<file path="config.mk">
export PLATFORM = sky130hd
export DESIGN_NAME = dacc_top
export DESIGN_NICKNAME = d
export VERILOG_FILES = /design/src/logic/dacc_pkg.sv /design/src/logic/dacc_top.sv
export VERILOG_INCLUDE_DIRS = /design/src /design/src/logic
export SDC_FILE = /design/constraint.sdc
export NUM_CORES = 1
export LEC_CHECK = 0
export BUFFER_PORTS_ARGS = -buffer_cell sky130_fd_sc_hd__buf_4
export CORE_MARGIN = 5
export CORE_UTILIZATION = 55
export CTS_BUF_LIST = sky130_fd_sc_hd__clkbuf_4 sky130_fd_sc_hd__clkbuf_8
export DETAILED_ROUTE_END_ITERATION = 8
export PLACE_DENSITY = 0.84
export SLEW_MARGIN = 20
export SYNTH_ARGS = -nofsm -noshare
export SYNTH_HDL_FRONTEND = slang
export SYNTH_SLANG_ARGS = --single-unit
</file>
<file path="constraint.sdc">
create_clock -name I_MCLK -period 3.3 [get_ports I_MCLK]
set_input_delay 0.495 -clock I_MCLK [delete_from_list [all_inputs] [get_ports I_MCLK]]
set_output_delay 0.495 -clock I_MCLK [all_outputs]
set_load 0.01 [all_outputs]
</file>
<file path="src/logic/dacc_consts.svh">
`ifndef DACC_CONSTS_SVH
`define DACC_CONSTS_SVH

// Byte offsets
`define DACC_OFF_CORE_CONTROL   4'h0
`define DACC_OFF_OUTPUT_CONFIG  4'h1
`define DACC_OFF_EVENT_ROUTING  4'h2
`define DACC_OFF_IRQ_MASK_CLEAR 4'h4
`define DACC_OFF_IRQ_MASK_SET   4'h5
`define DACC_OFF_IRQ_FLAGS      4'h6
`define DACC_OFF_CROSSING_STATE 4'h7
`define DACC_OFF_CONV_VALUE     4'h8
`define DACC_OFF_STAGING_BUFFER 4'hC

// core_control fields
`define DACC_CC_SOFT_RESET      0
`define DACC_CC_ENABLE          1
`define DACC_CC_STANDBY_RUN     2
// output_config fields
`define DACC_OC_EXT_OUT_EN      0
`define DACC_OC_INT_OUT_EN      1
`define DACC_OC_LEFT_ALIGN      2
`define DACC_OC_PUMP_DISABLE    3
`define DACC_OC_REF_LO          6
// event_routing fields
`define DACC_EV_TRIGGER_IN_EN   0
`define DACC_EV_DRAINED_OUT_EN  1
// irq bits
`define DACC_IRQ_STARVED        0
`define DACC_IRQ_DRAINED        1
`define DACC_IRQ_CROSSING_DONE  2
// crossing_state fields
`define DACC_ST_PENDING         7

// Reference select codes
`define DACC_REF_INTERNAL       2'h0
`define DACC_REF_ANALOG_SUPPLY  2'h1
`define DACC_REF_EXTERNAL       2'h2

// Reset values
`define DACC_RST_BYTE           8'h00
`define DACC_RST_WORD           16'h0000

// Timing and sizes
`define DACC_SYNC_CYCLES        4
`define DACC_FIFO_DEPTH         8
`define DACC_VALUE_BITS         10

`endif

</file>
<file path="src/logic/dacc_pkg.sv">
package dacc_pkg;

    typedef struct packed {
        logic        wr;
        logic        rd;
        logic [3:0]  addr;
        logic [3:0]  be;
        logic [31:0] wdata;
    } dacc_bus_req_type;

    typedef struct packed {
        logic [1:0] ref_sel;
        logic [1:0] unused;
        logic       pump_disable;
        logic       left_align;
        logic       internal_out_en;
        logic       external_out_en;
    } dacc_outcfg_type;

    typedef enum logic [1:0] {
        SYNC_IDLE,
        SYNC_ENABLE,
        SYNC_RESET
    } dacc_sync_state_type;

endpackage

</file>
<file path="src/logic/dacc_top.sv">
`timescale 1ns/10ps
`include "dacc_consts.svh"

module dacc_fifo
    import dacc_pkg::*;
#(
    parameter int WIDTH = 16,
    parameter int DEPTH = `DACC_FIFO_DEPTH
) (
    input  wire logic             clk,
    input  wire logic             rst_b,
    input  wire logic             i_clear,
    input  wire logic             i_valid,
    output logic                  o_ready,
    input  wire logic [WIDTH-1:0] i_data,
    output logic                  o_valid,
    input  wire logic             i_ready,
    output logic [WIDTH-1:0]      o_data,
    output logic [$clog2(DEPTH):0] o_level
);
    localparam int AW = $clog2(DEPTH);

    generate
        if (DEPTH < 2 || (1 << AW) != DEPTH) begin : g_bad_depth
            $error("dacc_fifo depth must be a power of two");
        end
    endgenerate

    logic [WIDTH-1:0] mem [DEPTH];
    logic [AW:0]      wptr_reg;
    logic [AW:0]      rptr_reg;
    wire              push = i_valid && o_ready;
    wire              pop  = o_valid && i_ready;

    assign o_level = wptr_reg - rptr_reg;
    assign o_ready = (o_level != DEPTH[AW:0]);
    assign o_valid = (o_level != '0);
    assign o_data  = mem[rptr_reg[AW-1:0]];

    always_ff @(posedge clk or negedge rst_b) begin
        if (!rst_b) begin
            wptr_reg <= '0;
            rptr_reg <= '0;
        end else if (i_clear) begin
            wptr_reg <= '0;
            rptr_reg <= '0;
        end else begin
            if (push) wptr_reg <= wptr_reg + 1'b1;
            if (pop)  rptr_reg <= rptr_reg + 1'b1;
        end
    end

    always_ff @(posedge clk) begin
        if (push) mem[wptr_reg[AW-1:0]] <= i_data;
    end
endmodule // dacc_fifo

//Contract
// - Soft reset restores registers, disables converter
// - Soft reset write discards other changes
// - Reset bit and pending read one together
// - Writing zero to reset does nothing
// - Enable reads back now, applies later
// - Enable bit shows written target state
// - Standby without run disables output buffer
// - Standby run bit written without crossing
// - Two-bit field selects conversion reference
// - Pump automatic unless pump disable set
// - Left align selects value placement
// - Internal output enable routes to comparator
// - External output enable drives pin buffer
// - Output config writable only when disabled
// - Byte, half and word accesses supported
// - Access guard blocks protected register writes
// - Drained flag set when last entry moves, cleared
// - Starved flag on trigger with empty buffer
// - Trigger resynchronized, buffer copied, conversion starts
// - Synchronized write while pending raises error
module dacc_top
    import dacc_pkg::*;
#(
    parameter int SYNC_CYCLES = `DACC_SYNC_CYCLES,
    parameter int FIFO_DEPTH  = `DACC_FIFO_DEPTH
) (
    input  wire logic        I_MCLK,
    input  wire logic        I_RST_B,
    input  wire logic        i_WR,
    input  wire logic        i_RD,
    input  wire logic [3:0]  i_ADDR,
    input  wire logic [3:0]  i_BE,
    input  wire logic [31:0] i_WDATA,
    input  wire logic        i_GUARD_LOCK,
    input  wire logic        i_START_EVENT,
    input  wire logic        i_STANDBY,
    input  wire logic        i_LOW_SUPPLY,
    output logic [31:0]      o_RDATA,
    output logic             o_RVALID,
    output logic             o_SYNC_ERROR,
    output logic             o_IRQ,
    output logic             o_DRAINED_EVENT,
    output logic             o_CONV_START,
    output logic [9:0]       o_CONV_VALUE,
    output logic [1:0]       o_REF_SEL,
    output logic             o_PUMP_ON,
    output logic             o_INT_OUT_EN,
    output logic             o_EXT_BUF_EN,
    output logic             o_CONV_ACTIVE
);
    generate
        if (SYNC_CYCLES < 1 || SYNC_CYCLES > 255) begin : g_bad_sync
            $error("dacc_top SYNC_CYCLES out of range");
        end
    endgenerate

    localparam logic [7:0] SYNC_LOAD = SYNC_CYCLES[7:0];
    localparam int         LW        = $clog2(FIFO_DEPTH);

    logic [1:0]          rst_sync_reg;
    wire                 rst_b = rst_sync_reg[1];
    always_ff @(posedge I_MCLK or negedge I_RST_B) begin
        if (!I_RST_B) rst_sync_reg <= 2'b00;
        else          rst_sync_reg <= {rst_sync_reg[0], 1'b1};
    end

    dacc_bus_req_type    req;
    assign req = '{wr: i_WR, rd: i_RD, addr: i_ADDR, be: i_BE, wdata: i_WDATA};

    // Lane hit within the addressed aligned word
    function automatic logic lane_hit(input dacc_bus_req_type r, input logic [3:0] off);
        lane_hit = (r.addr[3:2] == off[3:2]) && r.be[off[1:0]];
    endfunction
    function automatic logic [7:0] lane_byte(input dacc_bus_req_type r, input logic [3:0] off);
        lane_byte = r.wdata[{off[1:0], 3'b000} +: 8];
    endfunction

    logic                soft_reset_bit_reg;
    logic                enable_reg;
    logic                active_reg;
    logic                standby_run_reg;
    dacc_outcfg_type     outcfg_reg;
    logic [1:0]          routing_reg;
    logic [2:0]          mask_reg;
    logic [2:0]          flags_reg;
    logic                pending_reg;
    dacc_sync_state_type sync_state_reg;
    logic [7:0]          sync_cnt_reg;
    logic [15:0]         data_reg;
    logic [2:0]          evt_sync_reg;

    wire       wr_ok    = req.wr && !i_GUARD_LOCK;
    wire       cc_hit   = wr_ok && lane_hit(req, `DACC_OFF_CORE_CONTROL);
    wire [7:0] cc_byte  = lane_byte(req, `DACC_OFF_CORE_CONTROL);
    wire       rst_wr   = cc_hit && cc_byte[`DACC_CC_SOFT_RESET];
    wire       other_ok = wr_ok && !rst_wr;
    wire       en_wr    = other_ok && cc_hit && (cc_byte[`DACC_CC_ENABLE] != enable_reg);
    wire       sync_err = (rst_wr || en_wr) && pending_reg;
    wire       rst_go   = rst_wr && !pending_reg;
    wire       en_go    = en_wr && !pending_reg;
    wire       sync_end = (sync_state_reg != SYNC_IDLE) && (sync_cnt_reg == 8'h01);
    wire       soft_clr = sync_end && (sync_state_reg == SYNC_RESET);

    wire oc_wr   = other_ok && lane_hit(req, `DACC_OFF_OUTPUT_CONFIG) && !enable_reg
                   && !active_reg;
    wire ev_wr   = other_ok && lane_hit(req, `DACC_OFF_EVENT_ROUTING);
    wire mc_wr   = other_ok && lane_hit(req, `DACC_OFF_IRQ_MASK_CLEAR);
    wire ms_wr   = other_ok && lane_hit(req, `DACC_OFF_IRQ_MASK_SET);
    wire fl_wr   = other_ok && lane_hit(req, `DACC_OFF_IRQ_FLAGS);
    wire dl_wr   = other_ok && lane_hit(req, `DACC_OFF_CONV_VALUE);
    wire dh_wr   = other_ok && lane_hit(req, `DACC_OFF_CONV_VALUE + 4'h1);
    wire sl_wr   = other_ok && lane_hit(req, `DACC_OFF_STAGING_BUFFER);
    wire sh_wr   = other_ok && lane_hit(req, `DACC_OFF_STAGING_BUFFER + 4'h1);
    wire [7:0] fl_byte = lane_byte(req, `DACC_OFF_IRQ_FLAGS);
    wire [7:0] ev_byte = lane_byte(req, `DACC_OFF_EVENT_ROUTING);

    wire trig      = evt_sync_reg[1] && !evt_sync_reg[2];
    wire trig_en   = trig && routing_reg[`DACC_EV_TRIGGER_IN_EN] && active_reg;

    wire              fifo_ready;
    wire              fifo_valid;
    wire [15:0]       fifo_head;
    wire [LW:0]       fifo_level;
    wire              stage_push = sl_wr || sh_wr;
    // Staging halves sit in lanes 0 and 1
    wire [15:0]       stage_word = {sh_wr ? req.wdata[15:8] : 8'h00,
                                    sl_wr ? req.wdata[7:0]  : 8'h00};
    wire              pop        = trig_en && fifo_valid;
    wire              starve_set = trig_en && !fifo_valid;
    wire              drain_set  = pop && (fifo_level == {{LW{1'b0}}, 1'b1});
    wire              data_load  = dl_wr || dh_wr || pop;

    dacc_fifo #(
        .WIDTH (16),
        .DEPTH (FIFO_DEPTH)
    ) u_stage_fifo (
        .clk     (I_MCLK),
        .rst_b   (rst_b),
        .i_clear (soft_clr),
        .i_valid (stage_push),
        .o_ready (fifo_ready),
        .i_data  (stage_word),
        .o_valid (fifo_valid),
        .i_ready (pop),
        .o_data  (fifo_head),
        .o_level (fifo_level)
    );

    wire [2:0] flag_set = {sync_end && (sync_state_reg == SYNC_ENABLE), drain_set, starve_set};
    wire [2:0] flag_clr = (fl_wr ? fl_byte[2:0] : 3'b000)
                          | {1'b0, stage_push, 1'b0};
    wire [2:0] flags_next = flag_set | (flags_reg & ~flag_clr);
    wire [7:0] ms_byte    = ms_wr ? lane_byte(req, `DACC_OFF_IRQ_MASK_SET) : 8'h00;
    wire [7:0] mc_byte    = mc_wr ? lane_byte(req, `DACC_OFF_IRQ_MASK_CLEAR) : 8'h00;
    // Upper mask bits unimplemented
    wire [2:0] mask_next  = (mask_reg | ms_byte[2:0]) & ~mc_byte[2:0];
    wire [15:0] data_next = {dh_wr ? req.wdata[15:8] : (pop ? fifo_head[15:8] : data_reg[15:8]),
                             dl_wr ? req.wdata[7:0]  : (pop ? fifo_head[7:0]  : data_reg[7:0])};

    always_ff @(posedge I_MCLK or negedge rst_b) begin
        if (!rst_b) evt_sync_reg <= 3'b000;
        else        evt_sync_reg <= {evt_sync_reg[1:0], i_START_EVENT};
    end

    always_ff @(posedge I_MCLK or negedge rst_b) begin
        if (!rst_b) begin
            sync_state_reg <= SYNC_IDLE;
            sync_cnt_reg   <= 8'h00;
            pending_reg    <= 1'b0;
        end else if (rst_go || en_go) begin
            sync_state_reg <= rst_go ? SYNC_RESET : SYNC_ENABLE;
            sync_cnt_reg   <= SYNC_LOAD;
            pending_reg    <= 1'b1;
        end else if (sync_end) begin
            sync_state_reg <= SYNC_IDLE;
            sync_cnt_reg   <= 8'h00;
            pending_reg    <= 1'b0;
        end else if (sync_state_reg != SYNC_IDLE) begin
            sync_cnt_reg   <= sync_cnt_reg - 8'h01;
        end
    end

    always_ff @(posedge I_MCLK or negedge rst_b) begin
        if (!rst_b) begin
            soft_reset_bit_reg <= 1'b0;
            enable_reg         <= 1'b0;
            active_reg         <= 1'b0;
            standby_run_reg    <= 1'b0;
            outcfg_reg         <= `DACC_RST_BYTE;
            routing_reg        <= 2'b00;
            mask_reg           <= 3'b000;
            flags_reg          <= 3'b000;
            data_reg           <= `DACC_RST_WORD;
        end else if (soft_clr) begin
            // Soft reset lands only once the crossing is done
            soft_reset_bit_reg <= 1'b0;
            enable_reg         <= 1'b0;
            active_reg         <= 1'b0;
            standby_run_reg    <= 1'b0;
            outcfg_reg         <= `DACC_RST_BYTE;
            routing_reg        <= 2'b00;
            mask_reg           <= 3'b000;
            flags_reg          <= 3'b000;
            data_reg           <= `DACC_RST_WORD;
        end else begin
            if (rst_go) soft_reset_bit_reg <= 1'b1;
            if (en_go) enable_reg <= cc_byte[`DACC_CC_ENABLE];
            if (sync_end) active_reg <= enable_reg;
            if (other_ok && cc_hit) standby_run_reg <= cc_byte[`DACC_CC_STANDBY_RUN];
            if (oc_wr) outcfg_reg <= lane_byte(req, `DACC_OFF_OUTPUT_CONFIG);
            if (ev_wr) routing_reg <= ev_byte[1:0];
            mask_reg  <= mask_next;
            flags_reg <= flags_next;
            data_reg  <= data_next;
        end
    end

    wire [7:0] cc_read = {5'h00, standby_run_reg, enable_reg, soft_reset_bit_reg};
    wire [31:0] rd_mux =
        (req.addr[3:2] == 2'h0) ? {8'h00, 6'h00, routing_reg, outcfg_reg, cc_read} :
        (req.addr[3:2] == 2'h1) ? {pending_reg, 7'h00, 5'h00, flags_reg, 5'h00, mask_reg,
                                   5'h00, mask_reg} :
        (req.addr[3:2] == 2'h2) ? {16'h0000, data_reg} :
                                  {16'h0000, fifo_valid ? fifo_head : 16'h0000};
    wire [31:0] be_mask = {{8{req.be[3]}}, {8{req.be[2]}}, {8{req.be[1]}}, {8{req.be[0]}}};

    wire [9:0] conv_val = outcfg_reg.left_align ? data_reg[15:6] : data_reg[9:0];
    wire       stby_off = i_STANDBY && !standby_run_reg;

    always_ff @(posedge I_MCLK or negedge rst_b) begin
        if (!rst_b) begin
            o_RDATA         <= 32'h0000_0000;
            o_RVALID        <= 1'b0;
            o_SYNC_ERROR    <= 1'b0;
            o_IRQ           <= 1'b0;
            o_DRAINED_EVENT <= 1'b0;
            o_CONV_START    <= 1'b0;
            o_CONV_VALUE    <= 10'h000;
            o_REF_SEL       <= `DACC_REF_INTERNAL;
            o_PUMP_ON       <= 1'b0;
            o_INT_OUT_EN    <= 1'b0;
            o_EXT_BUF_EN    <= 1'b0;
            o_CONV_ACTIVE   <= 1'b0;
        end else begin
            o_RDATA         <= req.rd ? (rd_mux & be_mask) : 32'h0000_0000;
            o_RVALID        <= req.rd;
            o_SYNC_ERROR    <= sync_err || (stage_push && !fifo_ready);
            o_IRQ           <= |(flags_reg & mask_reg);
            o_DRAINED_EVENT <= drain_set && routing_reg[`DACC_EV_DRAINED_OUT_EN];
            o_CONV_START    <= data_load && active_reg;
            o_CONV_VALUE    <= conv_val;
            o_REF_SEL       <= outcfg_reg.ref_sel;
            o_PUMP_ON       <= active_reg && !outcfg_reg.pump_disable && i_LOW_SUPPLY;
            o_INT_OUT_EN    <= active_reg && outcfg_reg.internal_out_en;
            o_EXT_BUF_EN    <= active_reg && outcfg_reg.external_out_en && !stby_off;
            o_CONV_ACTIVE   <= active_reg;
        end
    end
endmodule // dacc_top

</file>
==> out/qor.yml <==
outcome: "completed"
final_util_pct: 65.1
worst-endpoint-arrival_ps: 2990
floorplan.rows: 48
critical_path.reg2reg.startpoint: "u_stage_fifo.wptr_reg[0]"
worstSetupPathType: "register to register"
detailroute.wirelength.met2_um: 10300
dominantRegCellSynth: "sky130_fd_sc_hd__edfxtp_1"
sequential_standard_cell_area_sq_um: 6380
dpl.hpwl_um: 14200
vias: 6219
gp_congestion: 0.874
wire_per_inst_um: 20.4
insertion_delay_ps: 530
max_clock_freq_ghz: 0.356
timing.final.crit_period_ps: 2810
largest_reg_flops: 128
vdd.ir_drop.worst_mv: 0.398
yosysSeqAreaShare_pct: 65.9
die_height_um: 143
power.density_nw_per_um2: 630
finish.net_count: 855
synth.area.top_cells: "sky130_fd_sc_hd__edfxtp_1 40%, sky130_fd_sc_hd__dfrtp_1 26%, sky130_fd_sc_hd__mux4_2 7.5%"
fp.dieW_um: 143
diodes: 0
worst_clock_skew_ps: 32.5
tritoncts: "yes"
cts-buffers-inserted: 37
htree_num_levels: 2
core_area_sq_um: 17300
layoutNonFillerInstCount: 1050
port_buffers: 73
grt_remaining_overflow: 0
grt_pass1_wl_um: 33400
dp_worst_setup_slack_ps: 463
cts_sinks: 229
synthesis.yosys.warnings: 0
tns_ps: 0
synthesis.area_per_instance_sq_um: 13.9
cellLeakagePower_nw: 4.55
drv_cap: 0
cts_root_buf: "sky130_fd_sc_hd__clkbuf_8"
synth_enable_flop_cells: 128
holdCritStartpoint: "i_START_EVENT"
number_of_antenna_violations_at_the_first_check_in_global_routing: 0
dr.pass1.iters: 5
grt.total_usage_pct: 21.2
grt_max_degree: 46
io-pin-count: 101
start_util_pct: 55.9
area.growth.synth_to_final_pct: 16.5
drv_slew: 0
drtAntennaViolNets: 0
met3_layer_wire_length_in_the_routed_design_um: 1990
cts.reportedPaths.clkPinSlew_ps: 60
final.period_utilization_pct: 85.2
hold_end: "evt_sync_reg[0]"
synthesis.area_sq_um: 9670
first_global_vias: 6169
multi_input_comb_area_sq_um: 3110
hold_path_depth: 1
timing.final.setup_violations: 0
synth-seq-cells: 229
drt-total-wl_um: 21400
grt_setup_unrepaired: "false"
count_of_mapped_cells_out_of_synthesis: 697
drt-initial-drc-count: 569
layout.filler_cells: 1186
final_layout_size_suffix_gt1_share_pct: 25.7
timing.slew.headroom_pct: 29.0
route.layer.met1.wl_um: 8510
holdWs_ps: 78.2
holdCritPathClass: "input port to register"
worst-slew-pin-transition_ps: 1060
final_critical_path_setup_slack_ps: 489
per_cell_via_count_in_the_routed_design: 5.92
most_frequent_cell_after_synthesis: "sky130_fd_sc_hd__edfxtp_1"
detail_route.drc_violations: 0
synth_largest_area_cell: "sky130_fd_sc_hd__edfxtp_1"
yosysUniqueCellTypes: 57
synth_largest_type_area_fraction_pct: 39.8
synth.top_cells.by_count: "128 x sky130_fd_sc_hd__edfxtp_1, 101 x sky130_fd_sc_hd__dfrtp_1, 63 x sky130_fd_sc_hd__nand2_1"
worstPathMaxFanout: 16
hold_violations: 0
fp.dieArea_sq_um: 20300
setup.reg_to_reg.worst_slack_ps: 490
crit_path_start_kind: "register"
route.top_layer_used: "met4"
r2r_endpoint: "u_stage_fifo.mem[4][0]"
worst_path_required_ps: 3480
critical_path.endpoint_type: "register"
dp_cells: 984
worst-r2r-cell-count: 10
cts_buffer_depth: 3
ys_async_sr_fraction_pct: 44.1
per-layer routing:
metal  GRT usage (%)  vias to the layer above
li1                -                     2768
met1            28.3                     3090
met2            35.1                      311
met3            4.91                       50
met4            6.15                        0
met5               0                        -
timing repair:
action,in CTS,in global routing
hold endpoints to repair,2,0
buffers inserted,0,0
setup endpoints to repair,0,0
gates resized for setup,0,0
hold buffers,1,0
where the power goes:
part           switching, mW  internal [mW]  leakage [nW]
Clock                   1.06           1.33         0.395
Combinational          0.589          0.527          1.71
Sequential             0.283           3.30          2.45
layout make-up:
type / count / share of cell area, %
clock buffers: 55 / 6.11
multi-input cells: 423 / 27.6
well taps: 225 / 2.50
repair buffers: 94 / 6.29
clock inverters: 10 / 0.422
inverters: 14 / 0.466
flip-flops and latches: 229 / 56.6
cells in the final DEF (no fill, tap or decap), drive strengths merged, types with 14 or more instances in the layout:
cell type and count:
edfxtp 128, mux4 32, inv 14, a21oi 28, nand2 63, clkbuf 55, nor3 30, dfrtp 101
and2 20, nor2 57, nand3 23, buf 93, mux2i 25
cell families after synthesis:
group           Yosys count  share of synthesized area [%]
simple gates            244                           12.5
flops                   229                           65.9
compound gates           79                           5.28
mux                      67                           11.2
buf+inv                  56                           2.87
xor+xnor                 12                           1.09
fa+ha+maj                 8                           1.11
other cells               2                         0.0777
how the worst max path moves through the flow:
stage	from	end	slack, ps	cells past startpoint
floorplan	u_stage_fifo.rptr_reg[1]	u_stage_fifo.mem[4][0]	50	9
global placement	u_stage_fifo.wptr_reg[0]	u_stage_fifo.mem[4][13]	550	10
detailed placement	u_stage_fifo.wptr_reg[0]	u_stage_fifo.mem[4][13]	460	10
CTS	u_stage_fifo.wptr_reg[0]	u_stage_fifo.mem[4][8]	450	10
global route	u_stage_fifo.wptr_reg[0]	u_stage_fifo.mem[4][0]	250	10
finish	u_stage_fifo.wptr_reg[0]	u_stage_fifo.mem[4][0]	490	10
stage by stage:
step / power (mW) / cell area, sq um
6_report: 7.10 / 11300
5_1_grt: 7.44 / 11300
4_1_cts: 7.14 / 11300
3_5_place_dp: 4.74 / 10500
3_3_place_gp: 4.69 / 10500
2_1_floorplan: 4.31 / 9760
worst max-delay path, stage by stage, from the launching register on:
cell                      delay (ps)
sky130_fd_sc_hd__dfrtp_1         400
sky130_fd_sc_hd__inv_1           100
sky130_fd_sc_hd__ha_1            170
sky130_fd_sc_hd__inv_1            50
sky130_fd_sc_hd__fa_1            370
sky130_fd_sc_hd__xnor2_1         170
sky130_fd_sc_hd__and3_1          230
sky130_fd_sc_hd__a31oi_1         200
sky130_fd_sc_hd__nand2_1         260
sky130_fd_sc_hd__nor3b_4         240
sky130_fd_sc_hd__buf_4           300
No activity file was read; power rests on OpenSTA's default activity.
